===== config.mk =====
export PLATFORM = sky130hd
export DESIGN_NAME = lpddr_command_bank_state
export DESIGN_NICKNAME = d
export VERILOG_FILES = /design/src/rtl/lpddr_cmd_pkg.sv /design/src/rtl/bank_tracker.sv /design/src/rtl/lpddr_command_bank_state.sv
export SDC_FILE = /design/constraint.sdc
export NUM_CORES = 1
export LEC_CHECK = 0
export BUFFER_PORTS_ARGS = -buffer_cell sky130_fd_sc_hd__clkbuf_2
export CAP_MARGIN = 10
export CELL_PAD_IN_SITES_DETAIL_PLACEMENT = 2
export CELL_PAD_IN_SITES_GLOBAL_PLACEMENT = 2
export CORE_UTILIZATION = 38
export CTS_CLUSTER_DIAMETER = 50
export DETAILED_ROUTE_END_ITERATION = 10
export PLACE_DENSITY_LB_ADDON = 0.1
export SETUP_SLACK_MARGIN = 0.4
export SYNTH_ARGS = -nofsm -noshare
export SYNTH_HDL_FRONTEND = slang
export SYNTH_SLANG_ARGS = --single-unit

===== constraint.sdc =====
create_clock -name clock -period 7.67 [get_ports clock]
set_clock_uncertainty 0.2 [all_clocks]
set_input_delay 1.1505 -clock clock [delete_from_list [all_inputs] [get_ports clock]]
set_output_delay 1.1505 -clock clock [all_outputs]
set_load 0.01 [all_outputs]

===== src/rtl/lpddr_cmd_pkg.sv =====
// shared constants and types for the sdram command decoder and bank tracker
package lpddr_cmd_pkg;

  // geometry
  localparam int NUM_BANKS  = 4;
  localparam int BANK_W     = 2;
  localparam int ADDR_W     = 13;
  localparam int COL_W      = 9;
  localparam int AP_BIT     = 10;   // auto precharge / all-banks address bit
  localparam int MASK_W     = 2;

  // clock
  localparam int CLK_PERIOD_PS = 40000;

  // timings in picoseconds
  localparam int PRECHARGE_TIME_PS   = 15000;
  localparam int ACT_TO_ACCESS_PS    = 15000;
  localparam int REFRESH_CYCLE_PS    = 72000;
  localparam int MODE_LOAD_WAIT_PS   = 10000;

  // least times round up, never below one cycle
  function automatic int min_cycles(input int ps);
    int c;
    c = (ps + CLK_PERIOD_PS - 1) / CLK_PERIOD_PS;
    return (c < 1) ? 1 : c;
  endfunction

  localparam int PRECHARGE_CYC = min_cycles(PRECHARGE_TIME_PS);
  localparam int ACT_CYC       = min_cycles(ACT_TO_ACCESS_PS);
  localparam int REFRESH_CYC   = min_cycles(REFRESH_CYCLE_PS);
  localparam int MODE_CYC      = min_cycles(MODE_LOAD_WAIT_PS);

  // burst length in beats (two beats per clock)
  localparam int BURST_LEN     = 4;
  localparam int BURST_CYC     = BURST_LEN / 2;
  localparam int TMR_W         = 8;

  // decoded command {cs_n, ras_n, cas_n, we_n}
  localparam logic [3:0] ENC_IDLE   = 4'h7;
  localparam logic [3:0] ENC_ACT    = 4'h3;
  localparam logic [3:0] ENC_READ   = 4'h5;
  localparam logic [3:0] ENC_WRITE  = 4'h4;
  localparam logic [3:0] ENC_TERM   = 4'h6;
  localparam logic [3:0] ENC_PRE    = 4'h2;
  localparam logic [3:0] ENC_REF    = 4'h1;
  localparam logic [3:0] ENC_MODE   = 4'h0;

  typedef enum logic [3:0] {
    CMD_DESEL, CMD_IDLE, CMD_ACT, CMD_READ, CMD_WRITE, CMD_TERM,
    CMD_PRE, CMD_REF, CMD_MODE, CMD_SELF_REF, CMD_SLEEP, CMD_BAD
  } cmd_t;

  typedef enum logic [2:0] {
    BANK_IDLE, BANK_ACTIVATING, BANK_ACTIVE, BANK_READ, BANK_WRITE, BANK_PRECHARGING
  } bank_state_t;

  typedef enum logic [1:0] {
    DEV_NORMAL, DEV_SELF_REFRESH, DEV_DEEP_SLEEP
  } dev_state_t;

  // mode register targets by {bank_select_hi, bank_select}
  localparam logic [1:0] MR_STD    = 2'h0;
  localparam logic [1:0] MR_STATUS = 2'h1;
  localparam logic [1:0] MR_EXT    = 2'h2;

endpackage


===== src/rtl/bank_tracker.sv =====
// per-bank state machine with timed transitions
`timescale 1ns/1ps
`default_nettype none
module bank_tracker
(
  // clock and reset
  input  wire logic                                clock,
  input  wire logic                                nrst,
  // decoded request for this bank
  input  wire logic                                do_act,
  input  wire logic                                do_read,
  input  wire logic                                do_write,
  input  wire logic                                do_pre,
  input  wire logic                                do_term,
  input  wire logic                                auto_pre,
  input  wire logic [lpddr_cmd_pkg::ADDR_W-1:0]    row,
  input  wire logic                                wipe,
  // state
  output lpddr_cmd_pkg::bank_state_t               state,
  output logic                                     ap_pending,
  output logic [lpddr_cmd_pkg::ADDR_W-1:0]         open_row
);
  localparam int TW = lpddr_cmd_pkg::TMR_W;
  localparam logic [TW-1:0] T_PRE = TW'(lpddr_cmd_pkg::PRECHARGE_CYC);
  localparam logic [TW-1:0] T_ACT = TW'(lpddr_cmd_pkg::ACT_CYC);
  localparam logic [TW-1:0] T_BST = TW'(lpddr_cmd_pkg::BURST_CYC);

  lpddr_cmd_pkg::bank_state_t state_q;
  logic [TW-1:0]              tmr_q;
  logic                       ap_q;
  logic [lpddr_cmd_pkg::ADDR_W-1:0] row_q;

  assign state      = state_q;
  assign ap_pending = ap_q;
  assign open_row   = row_q;

  // state walk; a precharge wins over any burst in flight
  always_ff @(posedge clock)
  begin
    if (!nrst || wipe)
    begin
      state_q <= lpddr_cmd_pkg::BANK_IDLE;
      tmr_q   <= '0;
      ap_q    <= 1'b0;
    end
    else if (do_pre)
    begin
      state_q <= lpddr_cmd_pkg::BANK_PRECHARGING;  // [RULE10] [RULE19] [RULE20]
      tmr_q   <= T_PRE;
      ap_q    <= 1'b0;
    end
    else if (do_act)
    begin
      state_q <= lpddr_cmd_pkg::BANK_ACTIVATING;   // [RULE3]
      tmr_q   <= T_ACT;
    end
    else if (do_read || do_write)
    begin
      state_q <= do_read ? lpddr_cmd_pkg::BANK_READ : lpddr_cmd_pkg::BANK_WRITE;
      tmr_q   <= T_BST;
      ap_q    <= auto_pre;                          // [RULE5] [RULE7]
    end
    else if (do_term)
    begin
      state_q <= lpddr_cmd_pkg::BANK_ACTIVE;       // row stays open [RULE12]
      tmr_q   <= '0;
    end
    else if (tmr_q > 1)
      tmr_q <= tmr_q - 1'b1;                        // idle and deselect do not disturb [RULE1]
    else
    begin
      tmr_q <= '0;
      case (state_q)
        lpddr_cmd_pkg::BANK_ACTIVATING:  state_q <= lpddr_cmd_pkg::BANK_ACTIVE;
        lpddr_cmd_pkg::BANK_PRECHARGING: state_q <= lpddr_cmd_pkg::BANK_IDLE;   // [RULE11]
        lpddr_cmd_pkg::BANK_READ, lpddr_cmd_pkg::BANK_WRITE:
        begin
          if (ap_q)
          begin
            state_q <= lpddr_cmd_pkg::BANK_PRECHARGING;  // [RULE6] [RULE7]
            tmr_q   <= T_PRE;
            ap_q    <= 1'b0;
          end
          else
            state_q <= lpddr_cmd_pkg::BANK_ACTIVE;
        end
        default: state_q <= state_q;
      endcase
    end
  end

  // open row latch
  always_ff @(posedge clock)
  begin
    if (!nrst)
      row_q <= '0;
    else if (do_act)
      row_q <= row;                                 // [RULE3]
  end
endmodule
`default_nettype wire


===== src/rtl/lpddr_command_bank_state.sv =====
// command decoder, device mode tracking and bank array of the sdram
`timescale 1ns/1ps
`default_nettype none

////////////////////////////////////////////////////////////////////////////////
// How it works
// RULE1 - idle command starts nothing
// RULE2 - mode load with all banks idle, then wait
// RULE3 - activate opens a row until precharge
// RULE4 - precharge before another row
// RULE5 - read takes bank, column, auto precharge
// RULE6 - auto precharge read closes row at end
// RULE7 - write likewise, auto precharge at end
// RULE8 - byte stored only with mask low
// RULE9 - clock runs until bursts end
// RULE10 - bit ten high precharges all banks
// RULE11 - precharged bank idles after precharge time
// RULE12 - terminate cuts latest plain read
// RULE13 - auto refresh uses internal row counter
// RULE14 - refresh with clock gate low enters self refresh
// RULE15 - refresh bursts around self refresh
// RULE16 - terminate with clock gate low enters deep sleep
// RULE17 - deselect and idle continue previous work
// RULE18 - idle: activate, refresh, mode; active: read, write, precharge
// RULE19 - reading: read, write, precharge, terminate
// RULE20 - writing: read, write, precharge
// RULE21 - commands need clock gate high two edges
// RULE22 - busy banks get only idle commands; the code still accepts a precharge to a precharging bank
// RULE23 - bank select picks mode register
// RULE24 - deselect executes nothing new
// RULE25 - end a read before a write
// RULE26 - unsupported commands flag a violation
module lpddr_command_bank_state
#(
  parameter int NB = lpddr_cmd_pkg::NUM_BANKS,
  parameter int AW = lpddr_cmd_pkg::ADDR_W,
  parameter int MW = lpddr_cmd_pkg::MASK_W
)
(
  // clock and reset
  input  wire logic                              clock,
  input  wire logic                              nrst,
  // command pins
  input  wire logic                              clock_gate,
  input  wire logic                              select_low,
  input  wire logic                              row_strobe_n,
  input  wire logic                              column_strobe_n,
  input  wire logic                              write_strobe_n,
  input  wire logic                              bank_select,
  input  wire logic                              bank_select_hi,
  input  wire logic [AW-1:0]                     addr,
  // write data path
  input  wire logic [MW*8-1:0]                   data_io,
  input  wire logic [MW-1:0]                     byte_mask,
  input  wire logic                              data_valid,
  // status
  output logic [NB*3-1:0]                        bank_states,
  output logic [1:0]                             dev_mode,
  output logic                                   refresh_busy,
  output logic                                   mode_busy,
  output logic [AW-1:0]                          refresh_row,
  output logic [AW-1:0]                          std_mode_reg,
  output logic [AW-1:0]                          ext_mode_reg,
  output logic [MW*8-1:0]                        write_word,
  output logic [MW-1:0]                          write_lanes,
  output logic                                   write_strobe,
  output logic [lpddr_cmd_pkg::COL_W-1:0]        burst_col,
  output logic                                   protocol_error
);
  localparam int TW = lpddr_cmd_pkg::TMR_W;
  localparam logic [TW-1:0] T_REF  = TW'(lpddr_cmd_pkg::REFRESH_CYC);
  localparam logic [TW-1:0] T_MODE = TW'(lpddr_cmd_pkg::MODE_CYC);

  //////////////////////////////////////////////////////////////////////////////
  // pin synchronisers: pins arrive from outside the clock domain

  logic [AW+MW*9+8-1:0] pin_s1_q;
  logic [AW+MW*9+8-1:0] pin_s2_q;

  always_ff @(posedge clock)
  begin
    if (!nrst)
    begin
      pin_s1_q <= '0;
      pin_s2_q <= '0;
    end
    else
    begin
      pin_s1_q <= {clock_gate, select_low, row_strobe_n, column_strobe_n,
                   write_strobe_n, bank_select_hi, bank_select, data_valid,
                   addr, data_io, byte_mask};
      pin_s2_q <= pin_s1_q;
    end
  end

  logic          cke_s;
  logic [3:0]    enc_s;
  logic [1:0]    ba_s;
  logic          dv_s;
  logic [AW-1:0] addr_s;
  logic [MW*8-1:0] data_s;
  logic [MW-1:0] mask_s;

  assign {cke_s, enc_s, ba_s, dv_s, addr_s, data_s, mask_s} =
         {pin_s2_q[AW+MW*9+7], pin_s2_q[AW+MW*9+6:AW+MW*9+3],
          pin_s2_q[AW+MW*9+2:AW+MW*9+1], pin_s2_q[AW+MW*9],
          pin_s2_q[AW+MW*9-1:0]};

  //////////////////////////////////////////////////////////////////////////////
  // command decode

  // maps pin encoding and clock gate to a command
  function automatic lpddr_cmd_pkg::cmd_t decode(input logic [3:0] e, input logic cke);
    lpddr_cmd_pkg::cmd_t c;
    c = lpddr_cmd_pkg::CMD_BAD;
    if (e[3])
      c = lpddr_cmd_pkg::CMD_DESEL;                          // [RULE17] [RULE24]
    else
      case (e)
        lpddr_cmd_pkg::ENC_IDLE:  c = lpddr_cmd_pkg::CMD_IDLE; // [RULE17]
        lpddr_cmd_pkg::ENC_ACT:   c = cke ? lpddr_cmd_pkg::CMD_ACT : lpddr_cmd_pkg::CMD_BAD;
        lpddr_cmd_pkg::ENC_READ:  c = cke ? lpddr_cmd_pkg::CMD_READ : lpddr_cmd_pkg::CMD_BAD;
        lpddr_cmd_pkg::ENC_WRITE: c = cke ? lpddr_cmd_pkg::CMD_WRITE : lpddr_cmd_pkg::CMD_BAD;
        lpddr_cmd_pkg::ENC_TERM:  c = cke ? lpddr_cmd_pkg::CMD_TERM
                                          : lpddr_cmd_pkg::CMD_SLEEP;   // [RULE16]
        lpddr_cmd_pkg::ENC_PRE:   c = cke ? lpddr_cmd_pkg::CMD_PRE : lpddr_cmd_pkg::CMD_BAD;
        lpddr_cmd_pkg::ENC_REF:   c = cke ? lpddr_cmd_pkg::CMD_REF
                                          : lpddr_cmd_pkg::CMD_SELF_REF; // [RULE14]
        lpddr_cmd_pkg::ENC_MODE:  c = cke ? lpddr_cmd_pkg::CMD_MODE : lpddr_cmd_pkg::CMD_BAD;
        default:                  c = lpddr_cmd_pkg::CMD_BAD;
      endcase
    return c;
  endfunction

  lpddr_cmd_pkg::cmd_t cmd;
  logic                cke_prev_q;
  logic                run;

  always_ff @(posedge clock)
  begin
    if (!nrst)
      cke_prev_q <= 1'b0;
    else
      cke_prev_q <= cke_s;
  end

  //////////////////////////////////////////////////////////////////////////////
  // device mode

  lpddr_cmd_pkg::dev_state_t dev_q;
  logic [TW-1:0]             ref_tmr_q;
  logic [TW-1:0]             mode_tmr_q;

  assign cmd = decode(enc_s, cke_s);
  // commands execute only in normal mode, clock gate high on two edges [RULE21]
  assign run = (dev_q == lpddr_cmd_pkg::DEV_NORMAL) && cke_s && cke_prev_q;

  logic all_idle;
  logic any_read_plain;
  lpddr_cmd_pkg::bank_state_t bst [NB];
  logic [NB-1:0] ap_pend;

  always_comb
  begin
    all_idle       = (ref_tmr_q == '0) && (mode_tmr_q == '0);
    any_read_plain = 1'b0;
    for (int i = 0; i < NB; i++)
    begin
      if (bst[i] != lpddr_cmd_pkg::BANK_IDLE)
        all_idle = 1'b0;
      if (bst[i] == lpddr_cmd_pkg::BANK_READ && !ap_pend[i])
        any_read_plain = 1'b1;
    end
  end

  // self refresh holds while clock gate stays low; deep sleep only leaves on reset
  always_ff @(posedge clock)
  begin
    if (!nrst)
      dev_q <= lpddr_cmd_pkg::DEV_NORMAL;
    else
      case (dev_q)
        lpddr_cmd_pkg::DEV_NORMAL:
        begin
          if (cke_prev_q && cmd == lpddr_cmd_pkg::CMD_SELF_REF && all_idle)
            dev_q <= lpddr_cmd_pkg::DEV_SELF_REFRESH;         // [RULE14]
          else if (cke_prev_q && cmd == lpddr_cmd_pkg::CMD_SLEEP && all_idle)
            dev_q <= lpddr_cmd_pkg::DEV_DEEP_SLEEP;           // [RULE16]
        end
        lpddr_cmd_pkg::DEV_SELF_REFRESH:
          if (cke_s)
            dev_q <= lpddr_cmd_pkg::DEV_NORMAL;               // all else ignored [RULE14]
        lpddr_cmd_pkg::DEV_DEEP_SLEEP:
          dev_q <= dev_q;
        default: dev_q <= lpddr_cmd_pkg::DEV_NORMAL;
      endcase
  end

  // deep sleep holds every bank state at idle; the open row latches keep their value
  logic wipe;
  assign wipe = (dev_q == lpddr_cmd_pkg::DEV_DEEP_SLEEP);

  //////////////////////////////////////////////////////////////////////////////
  // legality and per-bank requests

  logic [1:0]    tgt;
  logic [NB-1:0] sel;
  logic [NB-1:0] legal_b;
  logic          legal;

  assign tgt = ba_s;

  always_comb
  begin
    legal = 1'b1;
    for (int i = 0; i < NB; i++)
    begin
      sel[i]     = (tgt == 2'(i));
      legal_b[i] = 1'b1;
    end
    if (run)
      case (cmd)
        lpddr_cmd_pkg::CMD_ACT:                                // [RULE18]
          legal = bst[tgt] == lpddr_cmd_pkg::BANK_IDLE;
        lpddr_cmd_pkg::CMD_READ, lpddr_cmd_pkg::CMD_WRITE:     // [RULE19] [RULE20]
          legal = (bst[tgt] == lpddr_cmd_pkg::BANK_ACTIVE)
               || ((bst[tgt] == lpddr_cmd_pkg::BANK_READ
                 || bst[tgt] == lpddr_cmd_pkg::BANK_WRITE) && !ap_pend[tgt]);
        lpddr_cmd_pkg::CMD_PRE:                                // [RULE10]
        begin
          for (int i = 0; i < NB; i++)
            legal_b[i] = (bst[i] != lpddr_cmd_pkg::BANK_ACTIVATING);
          legal = addr_s[lpddr_cmd_pkg::AP_BIT] ? (&legal_b) : legal_b[tgt];
        end
        lpddr_cmd_pkg::CMD_TERM:  legal = any_read_plain;      // [RULE19]
        lpddr_cmd_pkg::CMD_REF, lpddr_cmd_pkg::CMD_MODE:
          legal = all_idle;                                    // [RULE18]
        lpddr_cmd_pkg::CMD_BAD, lpddr_cmd_pkg::CMD_SELF_REF, lpddr_cmd_pkg::CMD_SLEEP:
          legal = 1'b0;
        default: legal = 1'b1;                                 // [RULE1] [RULE24]
      endcase
  end

  logic go;
  assign go = run && legal;

  //////////////////////////////////////////////////////////////////////////////
  // bank array

  // most recent plain read, which terminate cuts regardless of bank
  logic [1:0] last_rd_q;

  genvar g;
  generate
    for (g = 0; g < NB; g++)
    begin : g_bank
      bank_tracker u_bank
      (
        .clock      (clock),
        .nrst       (nrst),
        .do_act     (go && cmd == lpddr_cmd_pkg::CMD_ACT && sel[g]),
        .do_read    (go && cmd == lpddr_cmd_pkg::CMD_READ && sel[g]),
        .do_write   (go && cmd == lpddr_cmd_pkg::CMD_WRITE && sel[g]),
        .do_pre     (go && cmd == lpddr_cmd_pkg::CMD_PRE
                     && (addr_s[lpddr_cmd_pkg::AP_BIT] || sel[g])),  // [RULE10]
        .do_term    (go && cmd == lpddr_cmd_pkg::CMD_TERM && 2'(g) == last_rd_q),
        .auto_pre   (addr_s[lpddr_cmd_pkg::AP_BIT]),
        .row        (addr_s),
        .wipe       (wipe),
        .state      (bst[g]),
        .ap_pending (ap_pend[g]),
        .open_row   ()
      );
    end
  endgenerate

  always_ff @(posedge clock)
  begin
    if (!nrst)
      last_rd_q <= '0;
    else if (go && cmd == lpddr_cmd_pkg::CMD_READ && !addr_s[lpddr_cmd_pkg::AP_BIT])
      last_rd_q <= tgt;                                        // [RULE12]
  end

  //////////////////////////////////////////////////////////////////////////////
  // refresh, mode registers and timers

  always_ff @(posedge clock)
  begin
    if (!nrst)
    begin
      ref_tmr_q   <= '0;
      refresh_row <= '0;
    end
    else if (go && cmd == lpddr_cmd_pkg::CMD_REF)
    begin
      ref_tmr_q   <= T_REF;                                    // [RULE13]
      refresh_row <= refresh_row + 1'b1;                       // address pins ignored [RULE13]
    end
    else if (ref_tmr_q != '0)
      ref_tmr_q <= ref_tmr_q - 1'b1;
  end

  always_ff @(posedge clock)
  begin
    if (!nrst)
    begin
      mode_tmr_q   <= '0;
      std_mode_reg <= '0;
      ext_mode_reg <= '0;
    end
    else if (go && cmd == lpddr_cmd_pkg::CMD_MODE)
    begin
      mode_tmr_q <= T_MODE;
      // status register target is read-only, so a load there stores nothing
      if (tgt == lpddr_cmd_pkg::MR_STD)
        std_mode_reg <= addr_s;                                // [RULE23]
      else if (tgt == lpddr_cmd_pkg::MR_EXT)
        ext_mode_reg <= addr_s;                                // [RULE23]
    end
    else if (mode_tmr_q != '0)
      mode_tmr_q <= mode_tmr_q - 1'b1;
  end

  //////////////////////////////////////////////////////////////////////////////
  // write data masking: a lane is written only with its mask low

  logic any_write;

  always_comb
  begin
    any_write = 1'b0;
    for (int i = 0; i < NB; i++)
      if (bst[i] == lpddr_cmd_pkg::BANK_WRITE)
        any_write = 1'b1;
  end

  always_ff @(posedge clock)
  begin
    if (!nrst)
    begin
      write_word   <= '0;
      write_lanes  <= '0;
      write_strobe <= 1'b0;
      burst_col    <= '0;
    end
    else
    begin
      write_strobe <= any_write && dv_s;
      write_lanes  <= (any_write && dv_s) ? ~mask_s : '0;      // [RULE8]
      write_word   <= data_s;
      if (go && (cmd == lpddr_cmd_pkg::CMD_READ || cmd == lpddr_cmd_pkg::CMD_WRITE))
        burst_col <= addr_s[lpddr_cmd_pkg::COL_W-1:0];         // [RULE5]
    end
  end

  //////////////////////////////////////////////////////////////////////////////
  // status outputs, all registered

  always_ff @(posedge clock)
  begin
    if (!nrst)
    begin
      bank_states    <= '0;
      dev_mode       <= '0;
      refresh_busy   <= 1'b0;
      mode_busy      <= 1'b0;
      protocol_error <= 1'b0;
    end
    else
    begin
      for (int i = 0; i < NB; i++)
        bank_states[i*3 +: 3] <= bst[i];
      dev_mode       <= dev_q;
      refresh_busy   <= ref_tmr_q != '0;
      mode_busy      <= mode_tmr_q != '0;
      protocol_error <= run && !legal;                         // [RULE26]
    end
  end

endmodule
`default_nettype wire


==> impl_metrics.prom <==
# TYPE chip_impl_metric gauge
chip_impl_info{name="status",value="complete, no violations"} 1
chip_impl_metric{name="area_delta_synth_final",unit="%"} 19.6
chip_impl_metric{name="clock_sink_count",unit=""} 231
chip_impl_metric{name="die_width",unit="um"} 158
chip_impl_metric{name="setup_viol",unit=""} 0
chip_impl_metric{name="drtPass1Iterations",unit=""} 4
chip_impl_metric{name="synth-seq-cells",unit=""} 231
chip_impl_metric{name="post_cts_hold_buffer_count",unit=""} 0
chip_impl_metric{name="clkTransAtPathRegs",unit="ps"} 60
chip_impl_metric{name="yosysWarningCount",unit=""} 0
chip_impl_metric{name="ios",unit=""} 125
chip_impl_metric{name="floorplan.die.height",unit="um"} 158
chip_impl_metric{name="remaining_drc_errors",unit=""} 0
chip_impl_info{name="worst-setup-path-type",value="flop to flop"} 1
chip_impl_metric{name="cp_data_arrival_time",unit="ps"} 4320
chip_impl_metric{name="globalRouteTotalUtil",unit=""} 0.226
chip_impl_metric{name="h_tree_depth",unit=""} 1
chip_impl_metric{name="final_layout_size_suffix_gt1_frac",unit=""} 0.179
chip_impl_metric{name="route.vias.total",unit=""} 7609
chip_impl_metric{name="clock_insertion_delay_at_the_later_pin_of_the_skew_report",unit="ps"} 550
chip_impl_metric{name="pwr-share-comb",unit=""} 0.216
chip_impl_info{name="end_kind",value="flop"} 1
chip_impl_metric{name="post_cts.resized_instances",unit=""} 0
chip_impl_metric{name="synth.avg_cell_area",unit="um^2"} 9.26
chip_impl_metric{name="finish.net_count",unit=""} 1168
chip_impl_metric{name="finish.utilization",unit=""} 0.466
chip_impl_metric{name="routed_via_density",unit=""} 5.23
chip_impl_metric{name="total_power",unit="W"} 0.00352
chip_impl_metric{name="irDropWorstVdd",unit="mV"} 0.180
chip_impl_metric{name="grt_first_pass_wirelength",unit="um"} 44200
chip_impl_info{name="clock-root-buffer",value="sky130_fd_sc_hd__clkbuf_16"} 1
chip_impl_info{name="rsz_0062_raised_after_global_routing",value="false"} 1
chip_impl_metric{name="netSwitchingPower",unit="W"} 0.00106
chip_impl_metric{name="wirelength",unit="um"} 27500
chip_impl_metric{name="synth_async_reset_ratio",unit=""} 0
chip_impl_info{name="dominant_register_cell_in_the_synthesized_netlist",value="sky130_fd_sc_hd__dfxtp_1"} 1
chip_impl_metric{name="insertedDiodeCount",unit=""} 0
chip_impl_info{name="critPathLaunchType",value="flop"} 1
chip_impl_metric{name="grt_overflow",unit=""} 0
chip_impl_metric{name="critical_path_fanouts_max",unit=""} 14
chip_impl_metric{name="upper_clock_frequency_limit",unit="MHz"} 243
chip_impl_metric{name="p_int",unit="W"} 0.00246
chip_impl_metric{name="slew_viol_final",unit=""} 0
chip_impl_metric{name="antenna_found_initial",unit=""} 0
chip_impl_metric{name="switching_share",unit=""} 0.300
chip_impl_metric{name="largest_net_degree_at_the_start_of_global_routing",unit=""} 111
chip_impl_metric{name="postSynthCellCount",unit=""} 997
chip_impl_metric{name="io_buffer_count",unit=""} 124
chip_impl_metric{name="cts-buffers-inserted",unit=""} 28
chip_impl_metric{name="pwr_density_cell",unit="mW/mm^2"} 319
chip_impl_metric{name="first_global_vias",unit=""} 8178
chip_impl_metric{name="cap_violations",unit=""} 0
chip_impl_info{name="tritoncts",value="done"} 1
chip_impl_metric{name="timing.slew.headroom",unit=""} 0.218
chip_impl_metric{name="post-cts-setup-buffer-count",unit=""} 0
chip_impl_info{name="top_regs",value="pin_s1_q: 39 flops, pin_s2_q: 39 flops, g_bank.u_bank.tmr_q: 32 flops"} 1
chip_impl_metric{name="cts_max_path_buffers",unit=""} 3
chip_impl_metric{name="synth_edf_count",unit=""} 0
chip_impl_info{name="min_path_type",value="flop to flop"} 1
chip_impl_metric{name="hold_violations",unit=""} 0
chip_impl_metric{name="power.static_leakage",unit="nW"} 4.44
chip_impl_metric{name="max_slew.worst_pin.slew",unit="ps"} 1160
chip_impl_metric{name="wl_per_cell",unit="um"} 18.9
chip_impl_metric{name="finalWorstPathRequiredPeriod",unit="ps"} 4110
chip_impl_metric{name="ys_seq_area_frac",unit=""} 0.501
chip_impl_metric{name="crit_required",unit="ps"} 7880
chip_impl_metric{name="clockPowerShare",unit=""} 0.369
chip_impl_metric{name="synthesis.nets",unit=""} 1051
chip_impl_metric{name="post_synth_num_cell_types",unit=""} 69
chip_impl_metric{name="first_drt_iteration_drcs",unit=""} 287
chip_impl_metric{name="dp_hpwl",unit="um"} 19400
chip_impl_metric{name="finalWeightedCongestion",unit=""} 0.874
chip_impl_metric{name="timing.setup.tns",unit="ps"} 0
chip_impl_metric{name="ant_nets",unit=""} 0
chip_impl_metric{name="fill_cells",unit=""} 2590
chip_impl_metric{name="floorplan.initialDensity",unit=""} 0.390
chip_impl_metric{name="placeableCoreArea",unit="mm^2"} 0.0237
chip_impl_metric{name="die_area",unit="mm^2"} 0.0249
chip_impl_metric{name="final.period_utilization",unit=""} 0.536
chip_impl_metric{name="p_seq_frac",unit=""} 0.415
chip_impl_metric{name="synth.cell_area",unit="mm^2"} 0.00923
chip_impl_metric{name="std_cell_rows",unit=""} 56
==> power by group through the flow <==
stage                     sequential, W  combinational (W)  clock (W)
after floorplan                 0.00145           0.000608          0
after global placement          0.00148           0.000733          0
after detailed placement        0.00148           0.000769          0
after CTS                       0.00146           0.000782    0.00133
after global routing            0.00148           0.000872    0.00138
final                           0.00146           0.000761    0.00130
==> metal layers <==
metal	GRT usage	up-vias	share of wire
li1	-	3655	-
met1	0.278	3767	0.43
met2	0.404	148	0.50
met3	0.0430	39	0.045
met4	0.0546	0	0.019
met5	0	-	0
==> stage by stage <==
stage	hold WS (ps)	std cells	setup WS (ps)	area (um^2)
CTS	196	1454	3570	11000
detailed placement	181	1403	3670	10100
global placement	172	1403	3940	10100
global route	218	1454	3220	11000
floorplan	168	997	4670	9230
finish	192	1454	3560	11000
==> critical path: stages, from the launching register on <==
cell                       delay [ps]
sky130_fd_sc_hd__dfxtp_1          650
sky130_fd_sc_hd__mux4_2           610
sky130_fd_sc_hd__nor4b_1          380
sky130_fd_sc_hd__a31oi_1          150
sky130_fd_sc_hd__nor2_1           430
sky130_fd_sc_hd__o311ai_1         310
sky130_fd_sc_hd__nor2_2           860
sky130_fd_sc_hd__mux2i_1          320
sky130_fd_sc_hd__nor2_1            70
==> cell families after synthesis <==
kind of cell,share of synthesized area
AOI/OAI and AO/OA,0.105
xor gates and xnor gates,0.0408
adders and majority gates,0.0176
buffers and inverters,0.0367
DFF,0.501
muxes,0.0480
and+or+nand+nor,0.251
==> layout make-up <==
type,count,area [um^2],area share
inverters,37,139,0.0126
multi-input cells,684,4270,0.387
well taps,319,399,0.0361
clock buffers,34,783,0.0709
clock inverters,17,148,0.0134
flip-flops and latches,231,4620,0.419
repair buffers,132,681,0.0616
==> Yosys cell counts (20+ instances only) <==
library cell,count,share of area
sky130_fd_sc_hd__nor2_1,136,0.055
sky130_fd_sc_hd__xnor2_1,34,0.032
sky130_fd_sc_hd__nand2_1,75,0.030
sky130_fd_sc_hd__a21oi_1,49,0.027
sky130_fd_sc_hd__and2_1,106,0.072
sky130_fd_sc_hd__o21ai_0,25,0.014
sky130_fd_sc_hd__nor3_1,20,0.011
sky130_fd_sc_hd__clkbuf_1,33,0.013
sky130_fd_sc_hd__mux2i_1,33,0.036
sky130_fd_sc_hd__nand3_1,21,0.011
sky130_fd_sc_hd__dfxtp_1,231,0.50
sky130_fd_sc_hd__inv_1,36,0.015
==> path summary, 6_finish.rpt <==
path              slack (ps)          from  cells past startpoint                to
setup reg to reg        3560  pin_s2_q[32]                      8  ext_mode_reg[10]
hold reg to reg          190   pin_s2_q[0]                      1    write_lanes[0]
hold / removal           190   pin_s2_q[0]                      1    write_lanes[0]
setup / recovery        3560  pin_s2_q[32]                      8  ext_mode_reg[10]
==> cell usage in the layout, fill, tap and decap left out, types with 8 or more instances in the layout <==
cell	Yosys	final
sky130_fd_sc_hd__a21oi_1	49	49
sky130_fd_sc_hd__a31oi_1	10	10
sky130_fd_sc_hd__and2_1	106	106
sky130_fd_sc_hd__buf_4	2	8
sky130_fd_sc_hd__clkbuf_16	0	28
sky130_fd_sc_hd__clkbuf_2	1	123
sky130_fd_sc_hd__dfxtp_1	231	231
sky130_fd_sc_hd__ha_1	13	13
sky130_fd_sc_hd__inv_1	36	36
sky130_fd_sc_hd__mux2i_1	33	33
sky130_fd_sc_hd__nand2_1	75	75
sky130_fd_sc_hd__nand3_1	21	21
sky130_fd_sc_hd__nor2_1	136	136
sky130_fd_sc_hd__nor3_1	20	20
sky130_fd_sc_hd__nor4_1	13	13
sky130_fd_sc_hd__o21ai_0	25	25
sky130_fd_sc_hd__or3_1	9	9
sky130_fd_sc_hd__or4_1	13	13
sky130_fd_sc_hd__xnor2_1	34	34
sky130_fd_sc_hd__xor2_1	9	9
No activity file was read; power rests on OpenSTA's default activity.
